`config.mk`:
```
export PLATFORM = sky130hd
export DESIGN_NAME = porst_timer
export DESIGN_NICKNAME = d
export VERILOG_FILES = /design/src/logic/porst_pkg.sv /design/src/logic/porst_timer.sv /design/src/logic/porst_sync.sv /design/src/logic/porst_delay_cnt.sv
export VERILOG_INCLUDE_DIRS = /design/src /design/src/logic
export SDC_FILE = /design/constraint.sdc
export NUM_CORES = 1
export LEC_CHECK = 0
export BUFFER_PORTS_ARGS = -buffer_cell sky130_fd_sc_hd__buf_2
export CAP_MARGIN = 40
export CORE_MARGIN = 5
export CORE_UTILIZATION = 57
export CTS_CLUSTER_DIAMETER = 100
export DETAILED_ROUTE_END_ITERATION = 16
export PLACE_DENSITY = 0.84
export SLEW_MARGIN = 20
export SYNTH_ARGS = -nofsm -noshare
export SYNTH_HDL_FRONTEND = slang
export SYNTH_SLANG_ARGS = --single-unit
```
`constraint.sdc`:
```
create_clock -name pclk -period 7.5 [get_ports pclk]
set_clock_uncertainty 0.1 [all_clocks]
set_input_delay 1.5 -clock pclk [delete_from_list [all_inputs] [get_ports pclk]]
set_output_delay 1.5 -clock pclk [all_outputs]
set_load 0.05 [all_outputs]
```
`src/logic/porst_defines.svh`:
```
`ifndef PORST_DEFINES_SVH
`define PORST_DEFINES_SVH

// ----------------------------------------------------------------
// register offsets (byte addresses)
// ----------------------------------------------------------------
`define PORST_ADDR_W          12
`define PORST_SRC_OFS         12'h000
`define PORST_DELAY_OFS       12'h004
`define PORST_STATUS_OFS      12'h008
`define PORST_COUNT_OFS       12'h00C
`define PORST_OSCCTL_OFS      12'h010

// ----------------------------------------------------------------
// field positions and widths
// ----------------------------------------------------------------
`define PORST_PIN_LSB         0
`define PORST_PIN_W           4
`define PORST_POL_BIT         8
`define PORST_DELAY_W         7
`define PORST_OSCEN_BIT       0
`define PORST_NUM_GPIO        12
`define PORST_CNT_W           19

// ----------------------------------------------------------------
// reset values and limits
// ----------------------------------------------------------------
`define PORST_PIN_RST         4'h0
`define PORST_POL_RST         1'h0
`define PORST_DELAY_RST       7'h18
`define PORST_DELAY_MAX       7'h7F
`define PORST_OSCEN_RST       1'h1

// ----------------------------------------------------------------
// timing: slow oscillator periods per unit of delay factor
// ----------------------------------------------------------------
`define PORST_TICKS_PER_FACTOR 4096

`endif

```
`src/logic/porst_pkg.sv`:
```
package porst_pkg;

    // ----------------------------------------------------------------
    // sequencer states, one-hot
    // ----------------------------------------------------------------
    typedef enum logic [2:0] {
        PORST_ST_IDLE  = 3'h1,
        PORST_ST_COUNT = 3'h2,
        PORST_ST_HOLD  = 3'h4
    } porst_state_type;

endpackage

```
`src/logic/porst_timer.sv`:
```
// Functional notes
// - reset pad always a power-on source
// - software selects one extra GPIO source
// - delay factor is seven bits, max 0x7F
// - expiry after factor times 4096 slow periods
// - counter advances on slow oscillator rising edges
// - asserted source forces slow oscillator on
// - pad uses default trim, GPIO programmed
// - short pad pulse hardware reset, long power-on
// - reset pad is active high
// - selected pin stays a normal GPIO
// - pin number zero disables GPIO source
// - polarity bit zero low, one high
// - counter clears when source releases early
// - overlapping sources share one running count
// - pad expires once, must release first
// - resets clear pin; power-on restores delay
// - both resets request full cold start
//
// Local design decisions: the APB slave port and the register offsets.
`include "porst_defines.svh"

module porst_timer
    import porst_pkg::*;
#(
    parameter int unsigned TICKS_PER_FACTOR = `PORST_TICKS_PER_FACTOR
) (
    input  wire logic                       pclk,            // system clock, 50 MHz
    input  wire logic                       presetn,         // async reset, low
    input  wire logic                       psel,            // apb select
    input  wire logic                       penable,         // apb enable
    input  wire logic                       pwrite,          // apb direction
    input  wire logic [`PORST_ADDR_W-1:0]   paddr,           // apb byte address
    input  wire logic [31:0]                pwdata,          // apb write data
    output logic      [31:0]                prdata,          // apb read data
    output logic                            pready,          // apb ready
    output logic                            pslverr,         // apb error
    input  wire logic                       reset_pad,       // reset pad, high
    input  wire logic [`PORST_NUM_GPIO-1:0] gpio_in,         // gpio pin levels
    input  wire logic                       slow_rc_clk,     // slow oscillator
    input  wire logic                       hw_rst_done,     // hw reset seen
    input  wire logic                       sw_rst_done,     // sw reset seen
    output logic                            por_req,         // power-on pulse
    output logic                            hwr_req,         // hw reset pulse
    output logic                            cold_start_req,  // cold start pulse
    output logic                            slow_rc_osc_en,  // oscillator on
    output logic                            slow_rc_trim_dflt // default trim
);

    // ----------------------------------------------------------------
    // decode helpers
    // ----------------------------------------------------------------
    function automatic logic gpio_pick(input logic [`PORST_NUM_GPIO-1:0] lvl,
                                       input logic [`PORST_PIN_W-1:0]    pin,
                                       input logic                       pol);
        logic raw;
        raw = 1'b0;
        if (pin != `PORST_PIN_W'(0) && 32'(pin) < `PORST_NUM_GPIO) begin
            raw = lvl[pin];
        end
        return (pin != `PORST_PIN_W'(0)) && (pol ? raw : !raw);
    endfunction

    function automatic logic is_mapped(input logic [`PORST_ADDR_W-1:0] a);
        return (a == `PORST_SRC_OFS) || (a == `PORST_DELAY_OFS) ||
               (a == `PORST_STATUS_OFS) || (a == `PORST_COUNT_OFS) ||
               (a == `PORST_OSCCTL_OFS);
    endfunction

    function automatic logic is_ro(input logic [`PORST_ADDR_W-1:0] a);
        return (a == `PORST_STATUS_OFS) || (a == `PORST_COUNT_OFS);
    endfunction

    // ----------------------------------------------------------------
    // input synchronisers
    // ----------------------------------------------------------------
    logic                       pad_s;
    logic [`PORST_NUM_GPIO-1:0] gpio_s;
    logic                       rc_s;

    porst_sync #(.W(`PORST_NUM_GPIO + 2)) u_sync (
        .pclk    (pclk),
        .presetn (presetn),
        .din     ({reset_pad, gpio_in, slow_rc_clk}),
        .dout    ({pad_s, gpio_s, rc_s})
    );

    // ----------------------------------------------------------------
    // state
    // ----------------------------------------------------------------
    porst_state_type               st_ff;
    porst_state_type               nxt_st;
    logic [`PORST_PIN_W-1:0]       pin_ff;
    logic [`PORST_PIN_W-1:0]       nxt_pin;
    logic                          pol_ff;
    logic                          nxt_pol;
    logic [`PORST_DELAY_W-1:0]     delay_ff;
    logic [`PORST_DELAY_W-1:0]     nxt_delay;
    logic                          oscen_ff;
    logic                          nxt_oscen;
    logic                          pad_seen_ff;
    logic                          nxt_pad_seen;
    logic                          rc_prev_ff;
    logic                          por_ff;
    logic                          nxt_por;
    logic                          hwr_ff;
    logic                          nxt_hwr;
    logic                          cold_ff;
    logic                          last_por_ff;
    logic                          nxt_last_por;
    logic                          last_hwr_ff;
    logic                          nxt_last_hwr;
    logic                          osc_on_ff;
    logic                          trim_dflt_ff;
    logic [31:0]                   prdata_ff;
    logic [31:0]                   nxt_prdata;

    logic                          gpio_act;
    logic                          any_src;
    logic                          tick;
    logic                          run;
    logic                          expired;
    logic [`PORST_CNT_W-1:0]       count;
    logic                          wr_acc;
    logic                          rd_setup;

    assign gpio_act = gpio_pick(gpio_s, pin_ff, pol_ff);
    assign any_src  = pad_s || gpio_act;
    assign tick     = rc_s && !rc_prev_ff;
    assign run      = (st_ff == PORST_ST_COUNT) && any_src;

    // ----------------------------------------------------------------
    // delay counter
    // ----------------------------------------------------------------
    porst_delay_cnt #(.TICKS(TICKS_PER_FACTOR)) u_cnt (
        .pclk    (pclk),
        .presetn (presetn),
        .run     (run),
        .tick    (tick),
        .factor  (delay_ff),
        .count   (count),
        .expired (expired)
    );

    // ----------------------------------------------------------------
    // sequencer
    // ----------------------------------------------------------------
    always_comb begin
        nxt_st       = st_ff;
        nxt_pad_seen = pad_seen_ff;
        nxt_por      = 1'b0;
        nxt_hwr      = 1'b0;
        case (st_ff)
            PORST_ST_IDLE: begin
                nxt_pad_seen = pad_s;
                if (any_src) begin
                    nxt_st = PORST_ST_COUNT;
                end
            end
            PORST_ST_COUNT: begin
                nxt_pad_seen = pad_seen_ff || pad_s;
                if (expired) begin
                    nxt_por = 1'b1;
                    nxt_st  = pad_s ? PORST_ST_HOLD : PORST_ST_IDLE;
                end else if (!any_src) begin
                    nxt_hwr = pad_seen_ff;
                    nxt_st  = PORST_ST_IDLE;
                end
            end
            PORST_ST_HOLD: begin
                if (!pad_s) begin
                    nxt_st = PORST_ST_IDLE;
                end
            end
            default: begin
                nxt_st = PORST_ST_IDLE;
            end
        endcase
    end

    // ----------------------------------------------------------------
    // registers and apb
    // ----------------------------------------------------------------
    assign wr_acc   = psel && penable && pwrite && is_mapped(paddr) && !is_ro(paddr);
    assign rd_setup = psel && !penable && !pwrite;

    always_comb begin
        nxt_pin      = pin_ff;
        nxt_pol      = pol_ff;
        nxt_delay    = delay_ff;
        nxt_oscen    = oscen_ff;
        nxt_last_por = last_por_ff || nxt_por;
        nxt_last_hwr = last_hwr_ff || nxt_hwr;
        nxt_prdata   = prdata_ff;
        if (wr_acc && paddr == `PORST_SRC_OFS) begin
            nxt_pin = pwdata[`PORST_PIN_LSB +: `PORST_PIN_W];
            nxt_pol = pwdata[`PORST_POL_BIT];
        end
        if (wr_acc && paddr == `PORST_DELAY_OFS) begin
            nxt_delay = pwdata[`PORST_DELAY_W-1:0];
        end
        if (wr_acc && paddr == `PORST_OSCCTL_OFS) begin
            nxt_oscen = pwdata[`PORST_OSCEN_BIT];
        end
        if (nxt_por || nxt_hwr || hw_rst_done || sw_rst_done) begin
            nxt_pin = `PORST_PIN_RST;
        end
        if (nxt_por) begin
            nxt_delay = `PORST_DELAY_RST;
        end
        if (rd_setup) begin
            nxt_prdata = 32'h0000_0000;
            case (paddr)
                `PORST_SRC_OFS: begin
                    nxt_prdata[`PORST_PIN_LSB +: `PORST_PIN_W] = pin_ff;
                    nxt_prdata[`PORST_POL_BIT] = pol_ff;
                end
                `PORST_DELAY_OFS: begin
                    nxt_prdata[`PORST_DELAY_W-1:0] = delay_ff;
                end
                `PORST_STATUS_OFS: begin
                    nxt_prdata[5:0] = {last_hwr_ff, last_por_ff, osc_on_ff,
                                       st_ff == PORST_ST_HOLD, gpio_act, pad_s};
                end
                `PORST_COUNT_OFS: begin
                    nxt_prdata[`PORST_CNT_W-1:0] = count;
                end
                `PORST_OSCCTL_OFS: begin
                    nxt_prdata[`PORST_OSCEN_BIT] = oscen_ff;
                end
                default: begin
                    nxt_prdata = 32'h0000_0000;
                end
            endcase
        end
    end

    always_ff @(posedge pclk or negedge presetn) begin
        if (!presetn) begin
            st_ff        <= PORST_ST_IDLE;
            pin_ff       <= `PORST_PIN_RST;
            pol_ff       <= `PORST_POL_RST;
            delay_ff     <= `PORST_DELAY_RST;
            oscen_ff     <= `PORST_OSCEN_RST;
            pad_seen_ff  <= 1'b0;
            rc_prev_ff   <= 1'b0;
            por_ff       <= 1'b0;
            hwr_ff       <= 1'b0;
            cold_ff      <= 1'b0;
            last_por_ff  <= 1'b0;
            last_hwr_ff  <= 1'b0;
            osc_on_ff    <= `PORST_OSCEN_RST;
            trim_dflt_ff <= 1'b0;
            prdata_ff    <= 32'h0000_0000;
        end else begin
            st_ff        <= nxt_st;
            pin_ff       <= nxt_pin;
            pol_ff       <= nxt_pol;
            delay_ff     <= nxt_delay;
            oscen_ff     <= nxt_oscen;
            pad_seen_ff  <= nxt_pad_seen;
            rc_prev_ff   <= rc_s;
            por_ff       <= nxt_por;
            hwr_ff       <= nxt_hwr;
            cold_ff      <= nxt_por || nxt_hwr;
            last_por_ff  <= nxt_last_por;
            last_hwr_ff  <= nxt_last_hwr;
            osc_on_ff    <= oscen_ff || any_src;
            trim_dflt_ff <= pad_s;
            prdata_ff    <= nxt_prdata;
        end
    end

    // gpio pins are only observed here, never driven
    assign por_req           = por_ff;
    assign hwr_req           = hwr_ff;
    assign cold_start_req    = cold_ff;
    assign slow_rc_osc_en    = osc_on_ff;
    assign slow_rc_trim_dflt = trim_dflt_ff;
    assign prdata            = prdata_ff;
    assign pready            = 1'b1;
    assign pslverr           = psel && penable && (!is_mapped(paddr) || (pwrite && is_ro(paddr)));

    // ----------------------------------------------------------------
    // checks
    // ----------------------------------------------------------------
    AST_POR_EXPIRE: assert property (@(posedge pclk) disable iff (!presetn)
        (st_ff == PORST_ST_COUNT) && expired |=> por_ff && !hwr_ff)
        else $error("expiry did not issue power-on");

    AST_ONE_RESET: assert property (@(posedge pclk) disable iff (!presetn)
        por_ff || hwr_ff |=> !por_ff && !hwr_ff)
        else $error("more than one reset per assertion");

    AST_PAD_ONCE: assert property (@(posedge pclk) disable iff (!presetn)
        (st_ff == PORST_ST_HOLD) && pad_s |=> !por_ff && (st_ff == PORST_ST_HOLD))
        else $error("held pad reloaded the timer");

    AST_OSC_FORCE: assert property (@(posedge pclk) disable iff (!presetn)
        any_src |=> osc_on_ff)
        else $error("oscillator not forced on by source");

    AST_TRIM: assert property (@(posedge pclk) disable iff (!presetn)
        pad_s |=> trim_dflt_ff)
        else $error("default trim not chosen for pad");

    AST_PIN_CLR: assert property (@(posedge pclk) disable iff (!presetn)
        hw_rst_done || sw_rst_done || nxt_por || nxt_hwr |=> pin_ff == `PORST_PIN_RST)
        else $error("pin selection survived a reset");

    AST_DELAY_RESTORE: assert property (@(posedge pclk) disable iff (!presetn)
        por_ff |-> delay_ff == `PORST_DELAY_RST)
        else $error("delay factor not restored");

    AST_GPIO_OFF: assert property (@(posedge pclk) disable iff (!presetn)
        pin_ff == `PORST_PIN_W'(0) |-> !gpio_act)
        else $error("gpio source active with pin zero");

    AST_COLD: assert property (@(posedge pclk) disable iff (!presetn)
        $rose(por_ff) || $rose(hwr_ff) |-> cold_ff)
        else $error("reset without cold start");

    AST_HWR_SHORT: assert property (@(posedge pclk) disable iff (!presetn)
        hwr_ff |-> $past(st_ff == PORST_ST_COUNT) && !$past(expired) && !$past(pad_s))
        else $error("hardware reset without short pad pulse");

    AST_PAD_START: assert property (@(posedge pclk) disable iff (!presetn)
        (st_ff == PORST_ST_IDLE) && pad_s |=> st_ff == PORST_ST_COUNT)
        else $error("pad did not start the timer");

endmodule // porst_timer

```
`src/logic/porst_sync.sv`:
```
module porst_sync #(
    parameter int unsigned W = 1
) (
    input  wire logic         pclk,     // system clock
    input  wire logic         presetn,  // async reset, low
    input  wire logic [W-1:0] din,      // asynchronous level
    output logic      [W-1:0] dout      // synchronised level
);

    logic [W-1:0] meta_ff;
    logic [W-1:0] sync_ff;
    logic [W-1:0] nxt_meta;
    logic [W-1:0] nxt_sync;

    always_comb begin
        nxt_meta = din;
        nxt_sync = meta_ff;
    end

    always_ff @(posedge pclk or negedge presetn) begin
        if (!presetn) begin
            meta_ff <= '0;
            sync_ff <= '0;
        end else begin
            meta_ff <= nxt_meta;
            sync_ff <= nxt_sync;
        end
    end

    assign dout = sync_ff;

endmodule // porst_sync

```
`src/logic/porst_delay_cnt.sv`:
```
`include "porst_defines.svh"

module porst_delay_cnt #(
    parameter int unsigned TICKS = `PORST_TICKS_PER_FACTOR
) (
    input  wire logic                      pclk,     // system clock
    input  wire logic                      presetn,  // async reset, low
    input  wire logic                      run,      // a source is held
    input  wire logic                      tick,     // slow oscillator edge
    input  wire logic [`PORST_DELAY_W-1:0] factor,   // delay factor
    output logic      [`PORST_CNT_W-1:0]   count,    // elapsed periods
    output logic                           expired   // delay reached
);

    logic [`PORST_CNT_W-1:0] cnt_ff;
    logic [`PORST_CNT_W-1:0] nxt_cnt;
    logic [`PORST_CNT_W-1:0] target;

    assign target  = `PORST_CNT_W'(factor * TICKS);
    assign expired = run && (cnt_ff >= target);
    assign count   = cnt_ff;

    always_comb begin
        nxt_cnt = cnt_ff;
        if (!run) begin
            nxt_cnt = '0;
        end else if (tick && !expired) begin
            nxt_cnt = cnt_ff + `PORST_CNT_W'(1);
        end
    end

    always_ff @(posedge pclk or negedge presetn) begin
        if (!presetn) begin
            cnt_ff <= '0;
        end else begin
            cnt_ff <= nxt_cnt;
        end
    end

    AST_CNT_CLEAR: assert property (@(posedge pclk) disable iff (!presetn)
        !run |=> cnt_ff == '0) else $error("delay count not cleared on release");

endmodule // porst_delay_cnt

```
==> flow_metrics.py <==
metrics = {
    "global_routing": {
        "grtUsageTotal_pct": 21.9,
        "overflow": 0,
        "grt_max_degree": 60,
        "first_global_vias": 3212,
        "grt_antenna_before_repair": 0,
        "grt_pass1_wl_mm": 15.5,
    },
    "floorplanning": {
        "start_util_pct": 58.6,
        "io_pins": 104,
        "core_area_um2": 7250,
        "die_area_um2": 9280,
        "row_count": 31,
        "die_x_um": 96.3,
        "die_height_um": 96.3,
    },
    "finish": {
        "drive_gt1_share_pct": 27.3,
        "insertedDiodeCount": 0,
        "final_util_pct": 66.4,
        "syn_to_final_growth_pct": 13.4,
        "final_cells": 549,
        "layout.nets": 519,
    },
    "cts": {
        "clk-insertion-delay-late_ns": 0.37,
        "cts_resized": 0,
        "cts_num_sinks": 89,
        "post_cts_buffers": 0,
        "cts_tree": "built",
        "path_clk_slew_ns": 0.09,
        "ctsHoldBuffers": 0,
        "clock_path_buffers": 2,
        "htreeDepth": 3,
        "cts_buffers": 9,
        "root_buffer": "clkbuf_8",
    },
    "synth": {
        "synthMostInstantiatedCell": "dfrtp_1",
        "syn_area_um2": 4250,
        "avgSynthCellArea_um2": 11.0,
        "ys_ff_latch": 89,
        "ys_seq_area_share_pct": 52.6,
        "synthTopCellsByArea": "dfrtp_1, a21oi_2, mux2i_1, dfstp_2, o21ai_0",
        "synth_top_area_share_pct": 49.5,
        "synth_top_cell_by_area": "dfrtp_1",
        "synth_top_flop_cell": "dfrtp_1",
        "synth_edf_count": 0,
        "postSynth.asyncResetShare_pct": 100,
        "ys_types": 50,
        "yosysWarnings": 0,
        "synth_common_cells": "dfrtp_1, nand2_1, nor2_1, o21ai_0, a21oi_2",
        "syn_inst": 386,
    },
    "sta": {
        "whs_ns": 0.254,
        "max_slew_margin_pct": 45.0,
        "hold_viol": 0,
        "report.final.slew_viol_count": 0,
        "rsz0062_at_grt": "no",
        "post-route-period-util_pct": 58.4,
        "setup_viol": 0,
        "tightest_slew_ns": 0.825,
        "final.setup.tns_ns": 0,
        "period_needed_ns": 4.38,
        "timing.fmax_mhz": 228,
    },
    "min_path": {
        "worst_hold_path_type": "reg2reg",
        "hold_path_depth": 0,
    },
    "power": {
        "leakagePower_nw": 2.18,
        "worst_ir_drop_vdd_uv": 142,
        "total_power_uw": 932,
        "pwr_density_cell_nw_per_um2": 194,
    },
    "worst_setup_path": {
        "crit_required_ns": 5.90,
        "critPathCaptureType": "output port",
        "path_class": "in2out",
        "start_kind": "primary input",
        "critical_path.max_fanout": 7,
        "rr_worst_depth": 7,
        "path_cells": "buf_2 > nor4_1 > and4b_1 > a31oi_1 > nor2_1 > buf_2",
        "worst_ep_arrival_time_ns": 2.78,
        "slowest_delay_ns": 0.37,
        "slowest_stage": "and4b_1",
        "crit_top_cell": "buf_2",
    },
    "drt": {
        "wl_per_cell_um": 16.7,
        "avgViaCountPerCell": 5.84,
        "drt_iter0_markers": 210,
        "num_vias": 3205,
        "drcViolationCount": 0,
        "dr.pass1.iters": 5,
        "routed_wirelength_mm": 9.17,
        "ant_nets": 0,
    },
    "place": {
        "finalWeightedCongestion": 0.861,
        "hpwl_mm": 6.61,
        "dpl.cell_count": 532,
        "numPortBuffers": 64,
    },
    "outcome": {
        "status": "complete, no violations",
    },
    "run": {
        "drv_cap": 0,
    },
}
[placed cells by master (no fill, tap or decap), types with 5 or more instances in the layout]
| cell type | Yosys | routed |
|---|---|---|
| dfrtp_1 | 84 | 84 |
| buf_2 | 4 | 64 |
| nand2_1 | 30 | 30 |
| o21ai_0 | 23 | 23 |
| nor2_1 | 23 | 23 |
| a21oi_2 | 20 | 20 |
| or3_1 | 17 | 17 |
| mux2i_1 | 16 | 16 |
| inv_1 | 14 | 14 |
| conb_1 | 2 | 14 |
| nand3_1 | 12 | 12 |
| a22o_1 | 12 | 12 |
| o31ai_1 | 9 | 9 |
| ha_1 | 9 | 9 |
| clkbuf_8 | 0 | 9 |
| nor3_1 | 8 | 8 |
| or4_1 | 7 | 7 |
| and3_1 | 6 | 6 |
| nand2b_1 | 6 | 6 |
| mux4_2 | 5 | 5 |
| a21oi_1 | 5 | 5 |
| dfstp_2 | 5 | 5 |
[worst max-delay path: cells and delay by family]
family / cells / cell delay (ns)
buffers and inverters: 2 / 0.36
AOI/OAI and AO/OA: 1 / 0.12
and+or+nand+nor: 3 / 0.79
[registers in the layout (all words and copies together) (netlist names), 3 cells and up]
register / flops
u_sync.dout: 13
pin_ff: 4
prdata: 19
st_ff: 3
u_sync.meta_ff: 13
u_cnt.count: 19
delay_ff: 7
[final cells by class]
class	count	area [um^2]
fillers	549	2440
clock buffers	9	124
well taps	99	124
clock inverters	7	97.6
multi-input cells	263	1810
inverters	14	52.6
repair buffers	68	378
flip-flops and latches	89	2230
[power by group]
| group | switching (mW) | internal (mW) |
|---|---|---|
| clock | 0.194 | 0.165 |
| sequential | 0.00806 | 0.494 |
| combinational | 0.0501 | 0.0214 |
| total | 0.252 | 0.680 |
[logic make-up after synthesis]
kind of cell / after synthesis / share of synthesized area [%]
flip-flops: 89 / 52.6
other: 2 / 0.177
AO/OA/AOI/OAI: 86 / 15.1
multiplexers: 23 / 6.95
adder cells (fa/ha/maj): 9 / 2.65
buffers and inverters: 46 / 5.95
AND/OR/NAND/NOR: 131 / 16.6
[path summary, 6_finish.rpt]
kind,from,to,slack [ns]
max,paddr[10],pslverr,3.12
max in group asynchronous,presetn,st_ff[0],5.69
min reg2reg,u_sync.meta_ff[0],u_sync.dout[0],0.25
min,u_sync.meta_ff[0],u_sync.dout[0],0.25
min in group asynchronous,presetn,prdata[0],0.94
max reg2reg,delay_ff[3],u_cnt.count[4],4.53
[through the flow]
stage                     worst slack (ns)  area (um^2)
after detailed placement              3.12         4580
after global routing                  2.96         4820
final                                 3.12         4820
after CTS                             3.12         4800
after floorplan                       2.96         4290
after global placement                3.15         4550
[layer usage]
metal,up-vias,wire [um],track usage [%]
met2,117,4510,36.2
li1,1481,-,-
met5,-,0,0
met3,19,575,5.47
met1,1588,3890,28.1
met4,0,187,7.48
(Power assumes the default switching activity.)
